`config.mk`:
```
export PLATFORM = sky130hd
export DESIGN_NAME = pgm_port1
export DESIGN_NICKNAME = d
export VERILOG_FILES = /design/src/pgm_pkg.sv /design/src/pgm_edge_if.sv /design/src/pgm_port1.sv /design/src/pgm_sync.sv /design/src/pgm_edge_det.sv
export VERILOG_INCLUDE_DIRS = /design/src
export SDC_FILE = /design/constraint.sdc
export NUM_CORES = 1
export LEC_CHECK = 0
export BUFFER_PORTS_ARGS = -buffer_cell sky130_fd_sc_hd__buf_2
export CORE_ASPECT_RATIO = 1.1
export CORE_UTILIZATION = 52
export DETAILED_ROUTE_END_ITERATION = 10
export PLACE_DENSITY = 0.8
export RECOVER_POWER = 50
export SLEW_MARGIN = 10
export SYNTH_ARGS = -nofsm -noshare
export SYNTH_HDL_FRONTEND = slang
export SYNTH_SLANG_ARGS = --single-unit
```
`constraint.sdc`:
```
create_clock -name core_clk -period 3.3 [get_ports core_clk]
set_input_delay 0.33 -clock core_clk [delete_from_list [all_inputs] [get_ports core_clk]]
set_output_delay 0.33 -clock core_clk [all_outputs]
set_load 0.02 [all_outputs]
```
`src/pgm_map.svh`:
```
// Overview of operation
// - output pins read back data register value
// - input pins read sampled pin level
// - direction 1 drives pin, 0 makes input
// - direction and data only in general mode
// - direction register reads as all ones
// - pull-up follows enable on input pins
// - reset clears all seven registers
// - select bit 7 routes int3, timer F
// - select bit 6 routes int2, timer Y
// - select bit 5 routes external interrupt 1
// - select bit 4 drives pulse-width output
// - select bit 3 routes timer G capture
// - select bit 2 drives timer F high
// - select bit 1 drives timer F low
// - select bit 0 drives clock timer
// - interrupt pins sense chosen edge
`ifndef PGM_MAP_SVH
`define PGM_MAP_SVH
`define PGM_ADDR_W          16
`define PGM_OFS_FUNC_SEL    16'hFF98
`define PGM_OFS_PULLUP      16'hFF9C
`define PGM_OFS_OUT_DATA    16'hFFD4
`define PGM_OFS_DIRECTION   16'hFFE4
`define PGM_OFS_EDGE_SEL    16'hFFF0
`define PGM_OFS_IRQ_STATUS  16'hFFF4
`define PGM_OFS_IRQ_MASK    16'hFFF8
`define PGM_RST_REG         8'h00
`define PGM_DIR_READ        8'hFF
`define PGM_UNMAPPED_READ   32'h0000_0000
`define PGM_BIT_INT3        7
`define PGM_BIT_INT2        6
`define PGM_BIT_INT1        5
`define PGM_BIT_PWM         4
`define PGM_BIT_TMG         3
`define PGM_BIT_TFH         2
`define PGM_BIT_TFL         1
`define PGM_BIT_CTO         0
`define PGM_INT_N           3
`endif

```
`src/pgm_pkg.sv`:
```
`default_nettype none
package pgm_pkg;
    typedef enum logic [1:0] {
        PGM_IDLE,
        PGM_ANSWER
    } pgm_bus_state_t;
endpackage
`default_nettype wire

```
`src/pgm_edge_if.sv`:
```
`default_nettype none
interface pgm_edge_if #(parameter int N = 3);
    logic [N-1:0] level;
    logic [N-1:0] rising_sel;
    logic [N-1:0] armed;
    logic [N-1:0] event_seen;
    modport ctrl (output level, output rising_sel, output armed,
                  input event_seen);
    modport det  (input level, input rising_sel, input armed,
                  output event_seen);
endinterface
`default_nettype wire

```
`src/pgm_port1.sv`:
```
`include "pgm_map.svh"
`default_nettype none
module pgm_port1 #(
    parameter int W = 8
) (
    // clock and reset
    input  wire logic                   core_clk,
    input  wire logic                   rst,
    // avalon-mm slave
    input  wire logic [`PGM_ADDR_W-1:0] avs_address,
    input  wire logic                   avs_read,
    input  wire logic                   avs_write,
    input  wire logic [3:0]             avs_byteenable,
    input  wire logic [31:0]            avs_writedata,
    output var  logic [31:0]            avs_readdata,
    output var  logic                   avs_waitrequest,
    output var  logic                   irq,
    // port pins
    input  wire logic [W-1:0]           pin_in,
    output var  logic [W-1:0]           pin_out,
    output var  logic [W-1:0]           pin_oe_n,
    output var  logic [W-1:0]           pin_pullup,
    // alternate outputs from peripherals
    input  wire logic                   pwm_out_src,
    input  wire logic                   timer_f_high_out,
    input  wire logic                   timer_f_low_out,
    input  wire logic                   clock_timer_out,
    // alternate inputs to peripherals
    output var  logic                   ext_int3_in,
    output var  logic                   ext_int2_in,
    output var  logic                   ext_int1_in,
    output var  logic                   timer_f_event_in,
    output var  logic                   timer_y_clock_in,
    output var  logic                   timer_g_capture_in,
    output var  logic [2:0]             ext_int_edge
);
    typedef struct packed {
        pgm_pkg::pgm_bus_state_t bus;
        logic [W-1:0]            pin_function_select;
        logic [W-1:0]            pullup_enable;
        logic [W-1:0]            port_output_data;
        logic [W-1:0]            port_direction;
        logic [2:0]              edge_rising;
        logic [2:0]              irq_status;
        logic [2:0]              irq_mask;
        logic [31:0]             readdata;
        logic                    waitreq;
        logic                    irq;
        logic [W-1:0]            pin_out;
        logic [W-1:0]            pin_oe_n;
        logic [W-1:0]            pin_pullup;
        logic [5:0]              alt_in;
    } pgm_state_t;

    pgm_state_t   st;
    pgm_state_t   next_st;
    logic [W-1:0] pin_sync;
    logic [W-1:0] drive_en;
    logic [W-1:0] alt_out;
    logic [W-1:0] port_read;

    pgm_edge_if #(.N(`PGM_INT_N)) edges ();

    // ************************************************************
    // pin input synchroniser
    // ************************************************************
    pgm_sync #(.W(W)) u_sync (
        .core_clk (core_clk),
        .rst      (rst),
        .async_in (pin_in),
        .sync_out (pin_sync)
    );

    // ************************************************************
    // interrupt edge sensing
    // ************************************************************
    assign edges.level      = {pin_sync[`PGM_BIT_INT3],
                               pin_sync[`PGM_BIT_INT2],
                               pin_sync[`PGM_BIT_INT1]};
    assign edges.rising_sel = st.edge_rising;
    assign edges.armed      = {st.pin_function_select[`PGM_BIT_INT3],
                               st.pin_function_select[`PGM_BIT_INT2],
                               st.pin_function_select[`PGM_BIT_INT1]};

    pgm_edge_det #(.N(`PGM_INT_N)) u_edge (
        .core_clk (core_clk),
        .rst      (rst),
        .edges    (edges)
    );

    // byte lane merge; registers are 8 bits in lane 0
    function automatic logic [W-1:0] lane0(input logic [W-1:0] old_v,
                                           input logic [3:0]   be,
                                           input logic [31:0]  wd);
        lane0 = be[0] ? wd[W-1:0] : old_v;
    endfunction

    // ************************************************************
    // pin function mux
    // ************************************************************
    always_comb begin
        alt_out = '0;
        alt_out[`PGM_BIT_PWM] = pwm_out_src;
        alt_out[`PGM_BIT_TFH] = timer_f_high_out;
        alt_out[`PGM_BIT_TFL] = timer_f_low_out;
        alt_out[`PGM_BIT_CTO] = clock_timer_out;
    end

    genvar g;
    generate
        for (g = 0; g < W; g++) begin : g_pin
            // alternate inputs (7,6,5,3) never drive; alternate outputs do
            assign drive_en[g] = st.pin_function_select[g]
                ? (g == `PGM_BIT_PWM || g == `PGM_BIT_TFH ||
                   g == `PGM_BIT_TFL || g == `PGM_BIT_CTO)
                : st.port_direction[g];
            assign port_read[g] = st.port_direction[g]
                ? st.port_output_data[g]
                : pin_sync[g];
        end
    endgenerate

    // ************************************************************
    // register file and bus
    // ************************************************************
    always_comb begin
        next_st = st;
        for (int i = 0; i < W; i++) begin
            next_st.pin_out[i] = st.pin_function_select[i]
                ? alt_out[i] : st.port_output_data[i];
        end
        next_st.pin_oe_n   = ~drive_en;
        // pull-up only on pins not being driven
        next_st.pin_pullup = st.pullup_enable & ~drive_en;
        next_st.alt_in[5] = st.pin_function_select[`PGM_BIT_INT3] &
                            pin_sync[`PGM_BIT_INT3];
        next_st.alt_in[4] = st.pin_function_select[`PGM_BIT_INT2] &
                            pin_sync[`PGM_BIT_INT2];
        next_st.alt_in[3] = st.pin_function_select[`PGM_BIT_INT1] &
                            pin_sync[`PGM_BIT_INT1];
        next_st.alt_in[2] = st.pin_function_select[`PGM_BIT_TMG] &
                            pin_sync[`PGM_BIT_TMG];
        next_st.alt_in[1:0] = '0;

        // sticky status: a new event wins over a clear in the same cycle
        next_st.irq_status = st.irq_status | edges.event_seen;
        next_st.waitreq    = 1'b1;

        unique case (st.bus)
            pgm_pkg::PGM_IDLE: begin
                if (avs_write) begin
                    // the write lands at the edge that sees waitrequest low
                    next_st.bus     = pgm_pkg::PGM_ANSWER;
                    next_st.waitreq = 1'b0;
                end else if (avs_read) begin
                    next_st.bus     = pgm_pkg::PGM_ANSWER;
                    next_st.waitreq = 1'b0;
                    unique case (avs_address)
                        `PGM_OFS_FUNC_SEL:
                            next_st.readdata = {24'h00_0000,
                                                st.pin_function_select};
                        `PGM_OFS_PULLUP:
                            next_st.readdata = {24'h00_0000,
                                                st.pullup_enable};
                        `PGM_OFS_OUT_DATA:
                            next_st.readdata = {24'h00_0000, port_read};
                        `PGM_OFS_DIRECTION:
                            next_st.readdata = {24'h00_0000,
                                                `PGM_DIR_READ};
                        `PGM_OFS_EDGE_SEL:
                            next_st.readdata = {29'h0000_0000,
                                                st.edge_rising};
                        `PGM_OFS_IRQ_STATUS:
                            next_st.readdata = {29'h0000_0000,
                                                st.irq_status};
                        `PGM_OFS_IRQ_MASK:
                            next_st.readdata = {29'h0000_0000,
                                                st.irq_mask};
                        default: next_st.readdata = `PGM_UNMAPPED_READ;
                    endcase
                end
            end
            pgm_pkg::PGM_ANSWER: begin
                // one idle cycle lets the master drop its request
                next_st.bus = pgm_pkg::PGM_IDLE;
                // master still holds address and data at this edge
                if (avs_write) begin
                    unique case (avs_address)
                        `PGM_OFS_FUNC_SEL: next_st.pin_function_select =
                            lane0(st.pin_function_select, avs_byteenable,
                                  avs_writedata);
                        `PGM_OFS_PULLUP: next_st.pullup_enable =
                            lane0(st.pullup_enable, avs_byteenable,
                                  avs_writedata);
                        `PGM_OFS_OUT_DATA: next_st.port_output_data =
                            lane0(st.port_output_data, avs_byteenable,
                                  avs_writedata);
                        `PGM_OFS_DIRECTION: next_st.port_direction =
                            lane0(st.port_direction, avs_byteenable,
                                  avs_writedata);
                        `PGM_OFS_EDGE_SEL: if (avs_byteenable[0]) begin
                            next_st.edge_rising = avs_writedata[2:0];
                        end
                        `PGM_OFS_IRQ_STATUS: if (avs_byteenable[0]) begin
                            next_st.irq_status = (st.irq_status &
                                ~avs_writedata[2:0]) | edges.event_seen;
                        end
                        `PGM_OFS_IRQ_MASK: if (avs_byteenable[0]) begin
                            next_st.irq_mask = avs_writedata[2:0];
                        end
                        default: begin
                        end
                    endcase
                end
            end
            default: next_st.bus = pgm_pkg::PGM_IDLE;
        endcase
        next_st.irq = |(next_st.irq_status & st.irq_mask);
    end

    always_ff @(posedge core_clk or posedge rst) begin
        if (rst) begin
            st          <= '0;
            st.waitreq  <= 1'b1;
            st.pin_oe_n <= '1;
            st.bus      <= pgm_pkg::PGM_IDLE;
        end else begin
            st <= next_st;
        end
    end

    // timer Y clock shares pin 6; software keeps int2 disabled then
    assign avs_readdata       = st.readdata;
    assign avs_waitrequest    = st.waitreq;
    assign irq                = st.irq;
    assign pin_out            = st.pin_out;
    assign pin_oe_n           = st.pin_oe_n;
    assign pin_pullup         = st.pin_pullup;
    assign ext_int3_in        = st.alt_in[5];
    assign timer_f_event_in   = st.alt_in[5];
    assign ext_int2_in        = st.alt_in[4];
    assign timer_y_clock_in   = st.alt_in[4];
    assign ext_int1_in        = st.alt_in[3];
    assign timer_g_capture_in = st.alt_in[2];
    assign ext_int_edge       = st.edge_rising;
endmodule
`default_nettype wire

```
`src/pgm_sync.sv`:
```
`default_nettype none
module pgm_sync #(
    parameter int W = 8
) (
    // clock and reset
    input  wire logic         core_clk,
    input  wire logic         rst,
    // data
    input  wire logic [W-1:0] async_in,
    output var  logic [W-1:0] sync_out
);
    typedef struct packed {
        logic [W-1:0] stage1;
        logic [W-1:0] stage2;
    } pgm_sync_state_t;

    pgm_sync_state_t st;
    pgm_sync_state_t next_st;

    always_comb begin
        next_st        = st;
        next_st.stage1 = async_in;
        next_st.stage2 = st.stage1;
    end

    always_ff @(posedge core_clk or posedge rst) begin
        if (rst) begin
            st <= '0;
        end else begin
            st <= next_st;
        end
    end

    assign sync_out = st.stage2;
endmodule
`default_nettype wire

```
`src/pgm_edge_det.sv`:
```
`default_nettype none
module pgm_edge_det #(
    parameter int N = 3
) (
    // clock and reset
    input  wire logic core_clk,
    input  wire logic rst,
    // edge sensing
    pgm_edge_if.det   edges
);
    typedef struct packed {
        logic [N-1:0] prev;
        logic [N-1:0] event_seen;
    } pgm_edge_state_t;

    pgm_edge_state_t st;
    pgm_edge_state_t next_st;

    always_comb begin
        next_st      = st;
        next_st.prev = edges.level;
        for (int i = 0; i < N; i++) begin
            // disarmed channels keep tracking so enabling never fakes an edge
            next_st.event_seen[i] = edges.armed[i] &&
                (edges.rising_sel[i] ? (edges.level[i] && !st.prev[i])
                                     : (!edges.level[i] && st.prev[i]));
        end
    end

    always_ff @(posedge core_clk or posedge rst) begin
        if (rst) begin
            st <= '0;
        end else begin
            st <= next_st;
        end
    end

    assign edges.event_seen = st.event_seen;
endmodule
`default_nettype wire

```
# Word level (Yosys, flattened, before mapping)

Cells that the tools add are included.

Register bits: 103
Input port bits: 68
Output and inout bits: 67
Word-level logic and storage cells: 104

Equal/unequal tests: 9
Multiplexer cells: 40
Bitwise operators: 12
Reduce and logical (&&, ||, !) cells: 24

Operators with widths:

| operator                                                              | number |
|---|---|
| 16-bit equality test, second input constant                           | 7 |
| 8-bit case mux with 7 select lines                                    | 1 |
| 1-bit two-way mux                                                     | 30 |
| 4-bit AND reduction                                                   | 6 |
| 3-bit two-way mux                                                     | 4 |
| 6-bit two-way mux                                                     | 2 |
| 1-bit logical AND                                                     | 9 |
| 8-bit bitwise AND                                                     | 1 |
| 8-bit inverter                                                        | 1 |
| 3-bit bitwise AND                                                     | 2 |
| 1-bit logical NOT                                                     | 6 |
| 2-bit two-way mux                                                     | 3 |
| 3-bit OR                                                              | 2 |
| 1-bit bitwise AND                                                     | 4 |
| 3-bit != test, second input constant                                  | 1 |
| 3-bit inverter                                                        | 1 |
| 3-bit AND reduction                                                   | 1 |
| 3-bit OR reduction                                                    | 1 |
| 2-bit by 1-bit equality test with 1-bit output, second input constant | 1 |
| 2-bit logical NOT                                                     | 1 |
| 1-bit inverter                                                        | 1 |

# Depth between registers and ports, before layout

Depth after elaboration: 9
Depth in mapped cells: 7
Gate-level depth less buffers: 5

# Cells and area by module

Synthesis repeated with hierarchy kept, for this count alone.

Cell total of the unflattened synthesis: 350
Area total of the unflattened synthesis: 4533.1 um^2

By module, submodules not included:

| module       | times used | cells an instance | area each (um^2) | seq. area each (um^2) |
|---|---|---|---|---|
| pgm_port1    | 1          | 314               | 3881.2           | 2013.2 |
| pgm_sync     | 1          | 17                | 404.1            | 400.4 |
| pgm_edge_det | 1          | 19                | 247.7            | 150.1 |

# Least setup slack after synthesis

Ideal clock, no wire load.

Path type: input-to-reg
Start point: input port avs_address[4]
End point: register st[73] (netlist name)
Setup time: 125 ps
Arrival time: 1882 ps
Data required time: 3175 ps
Setup slack: 1293 ps
Cell stages on the path: 5
Path buffers: 1
Path through: or4b_1 or4_1 buf_2 nor2_8 mux2_2

Cells in the longest elaborated chain, start to end: 2

RTL lines:

| element                              | RTL line         | RTL |
|---|---|---|
| start, declared                      | pgm_port1.sv:10  | `` input wire logic [`PGM_ADDR_W-1:0] avs_address, `` |
| 16-bit equality test                 | pgm_port1.sv:188 | `unique case (avs_address)` |
| 4-bit AND reduction (no source line) | n/a              |  |
| end signal, assigned                 | pgm_port1.sv:228 | `st <= next_st;` |
| end, declared                        | pgm_port1.sv:55  | `pgm_state_t st;` |

Every way passes these cells.
A chain may end at the register's enable or synchronous reset.

# Final worst setup path

Start point: input port avs_address[4]
End point: register st[76] (netlist name)

The elaborated chain is that of the path after synthesis.

==> metrics.txt <==
status finished with violations; violated checks max-capacitance violations, max-slew violations; DRT iter0 DRCs 168; reg-to-reg startpoint st[105]$_DFFE_PP0P_; Fmax achieved 0.456 GHz; sequential area share after synthesis 56.4%; Worst R2R End avs_readdata[2]$_DFFE_PP0P_; period utilization 66.5%; Synthesis Warnings 0; Die ar. 9110 µm²; Root Driver clkbuf_8; area leader, netlist dfrtp_1; worst slack at placement 760 ps; Post-route DRC 0; port bufs 83; first-pass GRT wire length 14000 µm; Starting Density 54.0%; DIE HEIGHT 100 µm; P per Cell Area 475 nW/µm²; synth unique cells 47; Worst VDD drop 0.307 mV; Worst R2R Path Depth 5; Critical Path End Type flip-flop; H-tree levels 3; Core ar. 8410 µm²; clock skew 8.84 ps; Final nets 479; Synth Cell Area 4540 µm²; Worst-path clk slew 90 ps; WL/cell 16.7 µm; synth top area cells dfrtp_1 (51%), mux2_2 (11%), buf_4 (10%); TNS Setup 0 ps; RSZ-0062 raised after global routing no; Slew @ Worst Pin 1650 ps; IO Count 135; CTS Sinks 102; Final WS setup 1110 ps; Post-CTS Setup Bufs 0; hold path start pin_in[0]; Yosys top cell area share 51.2%; FFs w/ async S/R, synth 100%; EDFF count, synth 0; total number of vias 2794; final hold viol count 0; Worst Hold Class in2reg; Total GRT Usage 20.2%; grt ovf 0; layout filler cell count 728; Mapped Cells 355; final critical-path required period 2190 ps; Avg Synthesized Cell Area 12.8 µm²; max_cap viols 1; Critical Path AT 2440 ps; vias in the first global route 2740; Critical Path Fanout Max 8; max_slew headroom -10.8%; gpl congestion 0.855; most common cell after layout, fill and taps aside dfrtp_1; WP data required 3550 ps; # diodes 0; largest net degree at the start of global routing 40; # setup viols final 0; post-layout util 58.9%; DRT Pass-1 Iters 4; startpoint types input pin; initial antenna violation count 0; Leakage 2.41 nW; clk buf depth 2; #FFs+latches synth 102; Hold EP u_sync.next_st[0]$_DFF_PP0_; via/cell ratio 5.30; Die W 91.1 µm; post-DP HPWL 6080 µm; flop2flop setup slack 1610 ps; Clock Latency Late Sink 360 ps; fin. max-slew vios 40; layout cells sized above 1 32.0%; row cnt 35; Post-synth top flop dfrtp_1; Hold Crit Depth 1; DRT Wirelength 8780 µm; CTS tree yes; Area Growth Syn to Fin 9.03%; Post-DRT Antenna Nets 0; critical path class in2reg; CTS buffer count 9; most frequent cells in the layout dfrtp_1 (93), buf_2 (48), mux2_2 (44)
layout make-up:
class / instances / area [µm²] / area share (%)
Sequential cell: 102 / 2560 / 51.8
Multi-Input combinational cell: 203 / 1560 / 31.4
Timing Repair Buffer: 88 / 412 / 8.31
Clock buffer: 11 / 151 / 3.06
Tap cell: 111 / 139 / 2.80
Clock inverter: 5 / 104 / 2.10
Inverter: 7 / 27.5 / 0.556
state kept, by name (all words and copies together) (netlist names), 3 cells and up:
register	count
u_sync.next_st	8
u_sync.sync_out	8
pin_pullup	8
edges.armed	3
ext_int_edge	3
pin_oe_n	8
st	36
u_edge.st	3
pin_out	8
avs_readdata	8
u_edge.edges.event_seen	3
kinds of logic (layout without fill, tap and decap cells):
kind of cell | count (synthesis) | count (layout) | synth area share, %
multiplexers | 53 | 53 | 12.9
AND/OR/NAND/NOR | 94 | 94 | 13.6
other | 1 | 24 | 0.0825
AO/OA/AOI/OAI | 32 | 32 | 5.84
buffers and inverters | 73 | 111 | 11.2
flip-flops | 102 | 102 | 56.4
power by group:
part           switching, W  internal (W)
Sequential       0.00000746       0.00127
Combinational     0.0000883     0.0000307
Clock              0.000414      0.000547
Total              0.000510       0.00184
stage by stage:
| stage | hold WS, ps | total power (W) | instances | area, µm² |
|---|---|---|---|---|
| 3_5_place_dp | 340 | 0.00142 | 510 | 4730 |
| 5_1_grt | 54.1 | 0.00243 | 527 | 4950 |
| 6_report | 61.7 | 0.00235 | 527 | 4950 |
| 2_1_floorplan | 331 | 0.00139 | 378 | 4630 |
| 3_3_place_gp | 332 | 0.00141 | 510 | 4730 |
| 4_1_cts | 59.1 | 0.00237 | 527 | 5000 |
synthesized netlist by cell type (3+ instances only):
master,n
dfrtp_1,93
buf_4,62
mux2_2,44
nand2_1,20
and2_1,18
nor2_1,12
dfstp_2,9
mux2i_1,9
inv_1,7
o21ai_0,6
a22o_1,5
nand2b_1,5
nor2b_1,5
o2111ai_1,5
nor3_1,4
or4_1,4
a221o_1,3
nand4_1,3
or4b_1,3
worst max-delay path by stage:
stage                              start                          end  slack, ps  cells past startpoint
after floorplan                      rst  avs_readdata[0]$_DFFE_PP0P_        310                      1
after global placement    avs_address[4]           st[73]$_DFFE_PP0P_        790                      5
after detailed placement  avs_address[4]           st[76]$_DFFE_PP0P_        760                      5
after CTS                 avs_address[4]           st[80]$_DFFE_PP0P_       1130                      5
after global routing                 rst        pin_oe_n[1]$_DFF_PP1_        950                      4
final                     avs_address[4]           st[76]$_DFFE_PP0P_       1110                      5
critical path, cell delays in order:
cell    delay (ps)
buf_2          130
or4b_1         540
or4_1          720
nor2_8         340
mux2_2         380
layer usage:
layer	routed length, µm	GRT usage [%]	part of all wire [%]	up-vias
met5	0	0	0	-
met4	206	8.30	2.3	0
met3	493	3.71	5.6	22
met2	4170	32.4	48	106
met1	3910	27.4	45	1389
li1	-	-	-	1277
repair_timing:
item / in CTS / in global routing
gates resized for setup: 0 / 0
endpoints found under the hold margin: 14 / 0
hold buffers: 1 / 0
No activity file was read; power rests on OpenSTA's default activity.
